### src/include/term_decoder_consts.svh
// constants for the termination decoder: offsets, fields, reset values
`ifndef TERM_DECODER_CONSTS_SVH
`define TERM_DECODER_CONSTS_SVH
`define TD_CTRL_OFFSET 4'h0
`define TD_STATUS_OFFSET 4'h4
`define TD_XCVR_LSB 0
`define TD_TERM_BIT 2
`define TD_OPMODE_LSB 3
`define TD_DPPD_BIT 5
`define TD_DMPD_BIT 6
`define TD_CTRL_RESET 7'h61
`define TD_ENABLES_RESET 5'h06
`define TD_OPMODE_NORMAL 2'h0
`define TD_OPMODE_NODRIVE 2'h1
`define TD_OPMODE_CHIRP 2'h2
`define TD_XCVR_HS 2'h0
`define TD_RESP_OKAY 2'h0
`define TD_RESP_SLVERR 2'h2
`endif

### src/include/term_decoder_pkg.sv
// types shared by the termination decoder
package term_decoder_pkg;
	typedef struct packed {
		logic dm_pulldown;
		logic dp_pulldown;
		logic [1:0] op_mode;
		logic term_select;
		logic [1:0] xcvr_select;
	} xcvr_ctrl_t;
	typedef struct packed {
		logic dp_pullup_enable;
		logic dm_pullup_enable;
		logic dp_pulldown_enable;
		logic dm_pulldown_enable;
		logic hs_term_enable;
	} term_enables_t;
endpackage

### src/rtl/usb_termination_state_decoder.sv
// termination state decoder with its axi4-lite control registers
//
// Behaviour
// - enables follow only the five control fields
// - host low speed/suspend: pull-downs only
// - host low speed resume: pull-downs only
// - otg chirp: dp pull-up, dm pull-down
// - otg high speed: hs termination, dm pull-down
// - otg full speed: dp pull-up, dm pull-down
// - otg suspend: dp pull-up, dm pull-down
// - otg resume: dp pull-up, dm pull-down
// - otg test j/k: hs termination, dm pull-down
`timescale 1ns/100ps
`include "term_decoder_consts.svh"

module usb_termination_state_decoder
(
	// clock, reset, enable
	input wire logic aclk,
	input wire logic aresetn,
	input wire logic clk_enable,
	// axi4-lite write
	input wire logic [3:0] awaddr,
	input wire logic awvalid,
	output logic awready,
	input wire logic [31:0] wdata,
	input wire logic [3:0] wstrb,
	input wire logic wvalid,
	output logic wready,
	output logic [1:0] bresp,
	output logic bvalid,
	input wire logic bready,
	// axi4-lite read
	input wire logic [3:0] araddr,
	input wire logic arvalid,
	output logic arready,
	output logic [31:0] rdata,
	output logic [1:0] rresp,
	output logic rvalid,
	input wire logic rready,
	// termination enables
	output term_decoder_pkg::term_enables_t term_en
);
	term_decoder_pkg::xcvr_ctrl_t ctrl_reg;
	term_decoder_pkg::term_enables_t term_next;
	logic wr_fire;
	logic rd_fire;

	assign wr_fire = awvalid && awready && wvalid && wready;
	assign rd_fire = arvalid && arready;

	// write address and data are taken together, one cycle after both show
	always_ff @(posedge aclk)
	begin
		if (!aresetn)
		begin
			awready <= 1'b0;
			wready <= 1'b0;
		end
		else if (clk_enable)
		begin
			awready <= awvalid && wvalid && !awready && !bvalid;
			wready <= awvalid && wvalid && !wready && !bvalid;
		end
	end

	always_ff @(posedge aclk)
	begin
		if (!aresetn)
		begin
			bvalid <= 1'b0;
			bresp <= `TD_RESP_OKAY;
		end
		else if (clk_enable)
		begin
			if (wr_fire)
			begin
				bvalid <= 1'b1;
				if ({awaddr[3:2], 2'h0} == `TD_CTRL_OFFSET ||
					{awaddr[3:2], 2'h0} == `TD_STATUS_OFFSET)
					bresp <= `TD_RESP_OKAY;
				else
					bresp <= `TD_RESP_SLVERR;
			end
			else if (bready)
				bvalid <= 1'b0;
		end
	end

	// only the control word steers the decode; status writes are dropped
	always_ff @(posedge aclk)
	begin
		if (!aresetn)
			ctrl_reg <= `TD_CTRL_RESET;
		else if (clk_enable && wr_fire && wstrb[0] &&
			{awaddr[3:2], 2'h0} == `TD_CTRL_OFFSET)
			ctrl_reg <= wdata[6:0];
	end

	always_ff @(posedge aclk)
	begin
		if (!aresetn)
			arready <= 1'b0;
		else if (clk_enable)
			arready <= arvalid && !arready && !rvalid;
	end

	always_ff @(posedge aclk)
	begin
		if (!aresetn)
		begin
			rvalid <= 1'b0;
			rdata <= 32'h0000_0000;
			rresp <= `TD_RESP_OKAY;
		end
		else if (clk_enable)
		begin
			if (rd_fire)
			begin
				rvalid <= 1'b1;
				rresp <= `TD_RESP_OKAY;
				case (araddr[3:2])
					2'h0: rdata <= {25'h0, ctrl_reg};
					2'h1: rdata <= {27'h0, term_en};
					default:
					begin
						rdata <= 32'h0000_0000;
						rresp <= `TD_RESP_SLVERR;
					end
				endcase
			end
			else if (rready)
				rvalid <= 1'b0;
		end
	end

	// pull-downs follow the link's requests outside no-drive mode, and a dp pull-down request blocks
	// the dp pull-up, so host never gets one; dm pull-up is never asked for here
	always_comb
	begin
		term_next.dp_pulldown_enable = ctrl_reg.dp_pulldown;
		term_next.dm_pulldown_enable = ctrl_reg.dm_pulldown;
		term_next.hs_term_enable = ctrl_reg.xcvr_select == `TD_XCVR_HS &&
			!ctrl_reg.term_select;
		term_next.dp_pullup_enable = ctrl_reg.term_select &&
			!ctrl_reg.dp_pulldown;
		term_next.dm_pullup_enable = 1'b0;
		if (ctrl_reg.op_mode == `TD_OPMODE_NODRIVE)
			term_next = '0;
	end

	// registered so the analog switches never see decode glitches
	always_ff @(posedge aclk)
	begin
		if (!aresetn)
			term_en <= `TD_ENABLES_RESET;
		else if (clk_enable)
			term_en <= term_next;
	end
endmodule

### config.mk
export PLATFORM = sky130hd
export DESIGN_NAME = usb_termination_state_decoder
export DESIGN_NICKNAME = d
export VERILOG_FILES = /design/src/include/term_decoder_pkg.sv /design/src/rtl/usb_termination_state_decoder.sv
export VERILOG_INCLUDE_DIRS = /design/src /design/src/include
export SDC_FILE = /design/constraint.sdc
export NUM_CORES = 1
export LEC_CHECK = 0
export ABC_AREA = 1
export BUFFER_PORTS_ARGS = -buffer_cell sky130_fd_sc_hd__buf_2
export CORE_MARGIN = 1
export CORE_UTILIZATION = 39
export CTS_BUF_LIST = sky130_fd_sc_hd__clkbuf_8 sky130_fd_sc_hd__clkbuf_16
export DETAILED_ROUTE_END_ITERATION = 8
export GPL_TIMING_DRIVEN = 0
export HOLD_SLACK_MARGIN = 0.02
export PLACE_DENSITY = 0.85
export SLEW_MARGIN = 20
export SYNTH_ARGS = -nofsm -noshare
export SYNTH_HDL_FRONTEND = slang
export SYNTH_SLANG_ARGS = --single-unit
export TNS_END_PERCENT = 10
### constraint.sdc
create_clock -name aclk -period 1.2 [get_ports aclk]
set_input_delay 0 -clock aclk [delete_from_list [all_inputs] [get_ports aclk]]
set_output_delay 0 -clock aclk [all_outputs]
set_load 0.02 [all_outputs]
==> results of run 1 <==
-- per-layer routing --
metal / routed length (um) / GRT usage / up-vias
met5: 0 / 0 / -
met4: 17 / 0.0408 / 0
met3: 147 / 0.0286 / 2
met2: 1270 / 0.278 / 42
met1: 1160 / 0.189 / 510
li1: - / - / 633
-- repair_timing --
| action | CTS | global route |
|---|---|---|
| setup endpoints to repair | 0 | 6 |
| gates resized for setup | 0 | 4 |
| hold endpoints to repair | 7 | 0 |
| hold buffers | 6 | 0 |
-- power by group through the flow --
stage,clock network [uW],logic (uW),registers (uW)
floorplan,0,212,897
global placement,0,296,877
detailed placement,0,299,877
CTS,502,314,858
global route,532,349,860
finish,483,320,858
-- final cells by class --
type,count,area share
timing repair buffer,43,0.145
sequential,25,0.295
clock inverter,1,0.00221
inverter,13,0.0288
buffer,32,0.145
multi-input combinational,122,0.328
clock buffer,3,0.0243
tap,44,0.0324
-- path summary, 6_finish.rpt --
path                               endpoint  slack [ns]     start  depth (start not counted)
worst max-delay path            ctrl_reg[3]         0.1    wready                          6
worst min-delay path               rdata[1]        0.03   aresetn                          3
worst max register to register  ctrl_reg[3]         0.1    wready                          6
worst min register to register     rdata[6]        0.46  rdata[6]                          2
-- metrics by stage --
stage,setup WS [ns],instances,hold slack (ns),area (sq um)
2_1_floorplan,0.0544,192,0.138,1350
3_3_place_gp,0.102,272,0.242,1580
3_5_place_dp,0.114,272,0.251,1580
4_1_cts,0.0603,282,0.0217,1690
5_1_grt,0.0212,283,0.0378,1700
6_report,0.0974,283,0.0250,1700
-- synthesized netlist by cell type, types with 2 or more instances --
cell type,number
sky130_fd_sc_hd__nor2_1,13
sky130_fd_sc_hd__dfxtp_1,25
sky130_fd_sc_hd__nand2_1,21
sky130_fd_sc_hd__buf_6,2
sky130_fd_sc_hd__buf_2,2
sky130_fd_sc_hd__o21ai_0,6
sky130_fd_sc_hd__buf_4,28
sky130_fd_sc_hd__inv_1,11
sky130_fd_sc_hd__a21oi_1,25
sky130_fd_sc_hd__nand3_1,22
-- cell families after synthesis --
kind of cell | share of synthesized area
simple gates | 0.226
compound gates | 0.135
flops | 0.402
other cells | 0.00301
buf+inv | 0.234
-- placed cells by master (no fill, tap or decap), types with 2 or more instances in the layout --
cell type / count
sky130_fd_sc_hd__nor2_1: 12
sky130_fd_sc_hd__buf_2: 38
sky130_fd_sc_hd__clkbuf_8: 3
sky130_fd_sc_hd__a21oi_1: 25
sky130_fd_sc_hd__nand3_1: 22
sky130_fd_sc_hd__conb_1: 28
sky130_fd_sc_hd__nand2_1: 21
sky130_fd_sc_hd__o21ai_0: 6
sky130_fd_sc_hd__dfxtp_1: 25
sky130_fd_sc_hd__buf_6: 2
sky130_fd_sc_hd__buf_4: 29
sky130_fd_sc_hd__inv_1: 12
sky130_fd_sc_hd__dlygate4sd3_1: 6
-- worst reg2reg max path: stages, from the launching register on --
cell                      delay, ns
sky130_fd_sc_hd__dfxtp_1       0.36
sky130_fd_sc_hd__nand3_1       0.15
sky130_fd_sc_hd__nor2_4        0.17
sky130_fd_sc_hd__buf_6         0.16
sky130_fd_sc_hd__nand3_1       0.07
sky130_fd_sc_hd__nand2_1       0.06
sky130_fd_sc_hd__nor2_1        0.04
==> flow_summary.yaml, run 1 <==
yosys:
  postSynthRegisterBits: 25
  synth_top_flop_cell: "sky130_fd_sc_hd__dfxtp_1"
  syn_area_per_cell_sq_um: 7.55
  leading_area_contributor_after_synthesis: "sky130_fd_sc_hd__dfxtp_1"
  synthCells: 165
  async_reset_ff_frac: 0
  synth-edff-count: 0
  synth.cell_area_sq_um: 1240
  yosys_warnings: 0
  netlist_top_cells_area: "sky130_fd_sc_hd__dfxtp_1 40%, sky130_fd_sc_hd__buf_4 17%, sky130_fd_sc_hd__a21oi_1 10%, sky130_fd_sc_hd__nand3_1 8.8%, sky130_fd_sc_hd__nand2_1 6.3%"
  yosysUniqueCellTypes: 20
  synth_largest_type_area_fraction: 0.402
  seq_area_frac_synth: 0.402
sta:
  drv_slew: 0
  post-route-period-util: 0.919
  fin_setup_tns_ns: 0
  final-setup-viol-count: 0
  rsz0062_at_grt: "no"
  layout_skew_ns: 0.00221
  fmaxAchievable_mhz: 907
  finalHoldViolations: 0
  timing.final.crit_period_ns: 1.10
setup_path:
  timing.critical_path.required_ns: 1.37
  critical-path-max-stage-delay_ns: 0.36
  critical_path.n_buffers_inverters: 1
  timing.critical_path.fanout_max: 10
  cp-end-kind: "flop"
  timing_worst_setup_path_type: "flop to flop"
  max_stage_delay_cell_worst_path: "sky130_fd_sc_hd__dfxtp_1"
  path_delay_family: "simple AND/OR/NAND/NOR gates"
  crit_path_frequent_cell: "sky130_fd_sc_hd__nand3_1"
  timing.critical_path.cells: "nand3_1 > nor2_4 > buf_6 > nand3_1 > nand2_1 > nor2_1"
  critical_path.startpoint_type: "flop"
  data_arrival_critical_path_ns: 1.27
power_and_ir_drop:
  switching_share: 0.273
  power_report.internal_total_uw: 1210
  pwr_density_cell_nw_per_um2: 979
  post-layout-total-power_uw: 1660
  power_switching_uw: 453
  peakVddDrop_mv: 0.489
  p_leak_uw: 0.000892
  p_clk_frac: 0.291
  comb_power_share: 0.193
  sequential_power_share: 0.516
grt:
  grt_pass1_wl_um: 4130
  grt_antenna_before_repair: 0
  global_route.usage.total: 0.154
  first_global_vias: 963
  grt_start_max_net_pins: 14
  grt_overflow: 0
cts:
  clk_transition_reported_paths_ns: 0.08
  cts.sink_count: 25
  clock_tree_buf_depth: 2
  number_of_buffers_created_by_cts: 3
  post-cts-setup-buffers: 0
  cts_root_buf: "sky130_fd_sc_hd__clkbuf_8"
  htree_num_levels: 1
  cts_tree: "yes"
  clock_latency_ns: 0.27
detailed_routing:
  post_drt_wl_per_cell_um: 9.16
  drc_marker_count_from_the_first_detailed_route_iteration: 16
  antenna_violating_nets_post_route: 0
  drt_drc_violations_left: 0
  total_via_count_in_the_routed_design: 1187
  vias_per_cell: 4.19
  wirelength_um: 2590
  drt_first_pass_iters: 4
floorplanning:
  number_of_placement_rows: 20
  design.die.area_sq_um: 3420
  initial_utilization: 0.408
  floorplan.die.height_um: 58.5
  floorplan.core_area_sq_um: 3050
  io_pins: 98
  die_w_um: 58.5
final_layout:
  design.final.nets: 292
  multi_input_area_sq_um: 557
  flow.area_growth_from_synthesis_pct: 36.3
  nFillCells: 308
  layout-drive-gt1-share: 0.322
  area.sequential_sq_um: 500
  antenna_cells: 0
  finalCoreUtilization: 0.556
placement:
  gpl.final_weighted_congestion: 0.801
  port_buffers: 36
  dp_hpwl_um: 1970
outcome:
  status: "complete, no violations"
job:
  drv_cap: 0
min_path:
  holdCritPathClass: "primary input to flop"
Power figures use the tool's default switching activity.
==> run 2, diff against run 1 <==
--- a/constraint.sdc
+++ b/constraint.sdc
@@ -3,2 +3,2 @@
 set_output_delay 0 -clock aclk [all_outputs]
-set_load 0.02 [all_outputs]
+set_load 0.05 [all_outputs]
==> run 2 against run 1 <==
Compared with the run above:
- final cell count unchanged
- critical path type is now primary input to flop
- total power increased by 10%
- routed wire length increased by 1.7%
- sequential share of layout area increased by 0.13 points
- flip-flop and latch count unchanged
- setup slack got worse by 0.017 ns
- core utilization increased by 0.16 points
- combinational power increased by 48%
- via count increased by 0.84%
- sequential power about the same
- clock-buffer cell count unchanged
- cell area increased by 0.29%
==> flow_summary.yaml, run 2 (synthesis gave the netlist of run 1 again) <==
sta:
  drv_slew: 0
  post-route-period-util: 0.933
  layout_skew_ns: 0.00952
  finalHoldViolations: 0
  rsz0062_at_grt: "no"
  fmaxAchievable_mhz: 893
  final.hold.worst_slack_ns: 0.0228
  postLayoutSetupSlackWorst_ns: 0.0807
  timing.final.crit_period_ns: 1.12
  final-setup-viol-count: 0
floorplanning:
  io_pins: 98
  floorplan.core_area_sq_um: 3050
  initial_utilization: 0.408
  number_of_placement_rows: 20
  die_w_um: 58.5
  design.die.area_sq_um: 3420
  floorplan.die.height_um: 58.5
placement:
  gpl.final_weighted_congestion: 0.825
  port_buffers: 36
  dp_worst_setup_slack_ns: 0.128
  dp_hpwl_um: 1990
cts:
  clock_tree_buf_depth: 2
  clock_latency_ns: 0.27
  number_of_buffers_created_by_cts: 3
  cts_root_buf: "sky130_fd_sc_hd__clkbuf_8"
  post-cts-setup-buffers: 0
  htree_num_levels: 1
  cts.sink_count: 25
  cts_tree: "yes"
  clk_transition_reported_paths_ns: 0.09
min_path:
  hold_path.startpoint: "aresetn"
  min_delay_worst_endpoint: "wready"
  hold_path_depth: 3
  holdCritPathClass: "primary input to flop"
detailed_routing:
  wirelength_um: 2640
  drc_marker_count_from_the_first_detailed_route_iteration: 25
  total_via_count_in_the_routed_design: 1197
  antenna_violating_nets_post_route: 0
  post_drt_wl_per_cell_um: 9.31
  drt_first_pass_iters: 4
  vias_per_cell: 4.23
  drt_drc_violations_left: 0
setup_path:
  timing.critical_path.required_ns: 1.36
  reg_to_reg_slack_setup_ns: 0.11
  timing.critical_path.fanout_max: 5
  data_arrival_critical_path_ns: 1.28
  timing_worst_setup_path_type: "primary input to flop"
  reg2reg_depth: 6
  regToRegStartpoint: "wready"
  cp-end-kind: "flop"
  reg2reg_to: "ctrl_reg[3]"
  critical_path.startpoint_type: "primary input"
final_layout:
  antenna_cells: 0
  final_common_cell: "sky130_fd_sc_hd__buf_2"
  flow.area_growth_from_synthesis_pct: 36.7
  layout-drive-gt1-share: 0.339
  nFillCells: 333
  design.final.nets: 292
  final_cell_mix: "38 x sky130_fd_sc_hd__buf_2, 29 x sky130_fd_sc_hd__buf_4, 28 x sky130_fd_sc_hd__conb_1, 25 x sky130_fd_sc_hd__a21oi_1"
grt:
  grt_pass1_wl_um: 4180
  groute.layer.met2.usage: 0.273
  first_global_vias: 969
  grt_overflow: 0
  groute.layer.met1.usage: 0.191
  global_route.usage.total: 0.158
  grt_start_max_net_pins: 15
  grt_antenna_before_repair: 0
  m3_gr_usage: 0.0505
  global_route.peak_usage_layer: "met2"
outcome:
  status: "complete, no violations"
power_and_ir_drop:
  peakVddDrop_mv: 0.751
  pwr_density_cell_nw_per_um2: 1070
  p_leak_uw: 0.000892
job:
  drv_cap: 0
-- run 2: changes by cell type in the layout (fill, tap and decap cells not counted) --
cell / before / now
sky130_fd_sc_hd__inv_1: 12 / 11
sky130_fd_sc_hd__clkinv_2: 0 / 1
sky130_fd_sc_hd__dfxtp_1: 25 / 22
sky130_fd_sc_hd__dfxtp_2: 0 / 3
-- run 2: what timing repair did --
item / 4_1_cts / 5_1_grt
hold endpoints to repair: 7 / 0
endpoints found under the setup margin: 0 / 5
gates resized for setup: 0 / 4
hold buffers: 6 / 0
-- run 2: area by class of cell --
class,count,area [sq um],share of cell area
plain buffers,32,245,0.144
clock buffers,3,41.3,0.0243
clock inverters,1,5.00,0.00294
inverters,13,48.8,0.0287
multi-input cells,122,557,0.327
flip-flops and latches,25,504,0.296
well taps,44,55.1,0.0324
repair buffers,43,245,0.144
-- run 2: report_power, final --
part,internal (uW),switching (uW)
combinational,136,337
clock,232,263
sequential,847,12.7
-- run 2: how the worst max path moves through the flow --
stage | startpoint | to | slack [ns] | cells after the start
finish | awaddr[3] | ctrl_reg[4] | 0.08 | 9
global route | clk_enable | rdata[0] | 0.01 | 6
CTS | awaddr[3] | ctrl_reg[4] | 0.03 | 9
detailed placement | wready | ctrl_reg[3] | 0.13 | 6
global placement | wready | ctrl_reg[3] | 0.13 | 6
floorplan | wready | ctrl_reg[3] | -0.006 | 6
-- run 2: metal layers --
metal  wire length (um)  up-vias  share of wire
met5                  0        -              0
met3                214        4          0.081
met1               1090      501           0.42
met2               1310       56           0.50
li1                   -      636              -
met4                 21        0         0.0080
-- run 2: worst max-delay path: stages --
cell and delay (ns):
sky130_fd_sc_hd__dlygate4sd3_1 0.53, sky130_fd_sc_hd__buf_2 0.13, sky130_fd_sc_hd__inv_1 0.05, sky130_fd_sc_hd__nand2_1 0.06
sky130_fd_sc_hd__nor2_2 0.15, sky130_fd_sc_hd__buf_4 0.17, sky130_fd_sc_hd__nand3_1 0.09, sky130_fd_sc_hd__nand2_1 0.07
sky130_fd_sc_hd__nor2_1 0.04
-- run 2: stage by stage --
step | area, sq um | total power (uW) | util | TNS [ns] | instances
global route | 1700 | 1920 | 0.557 | 0 | 283
detailed placement | 1590 | 1330 | 0.519 | 0 | 272
CTS | 1690 | 1840 | 0.554 | 0 | 282
finish | 1700 | 1830 | 0.557 | 0 | 283
global placement | 1590 | 1330 | 0.519 | 0 | 272
floorplan | 1350 | 1260 | - | -0.00610 | 192
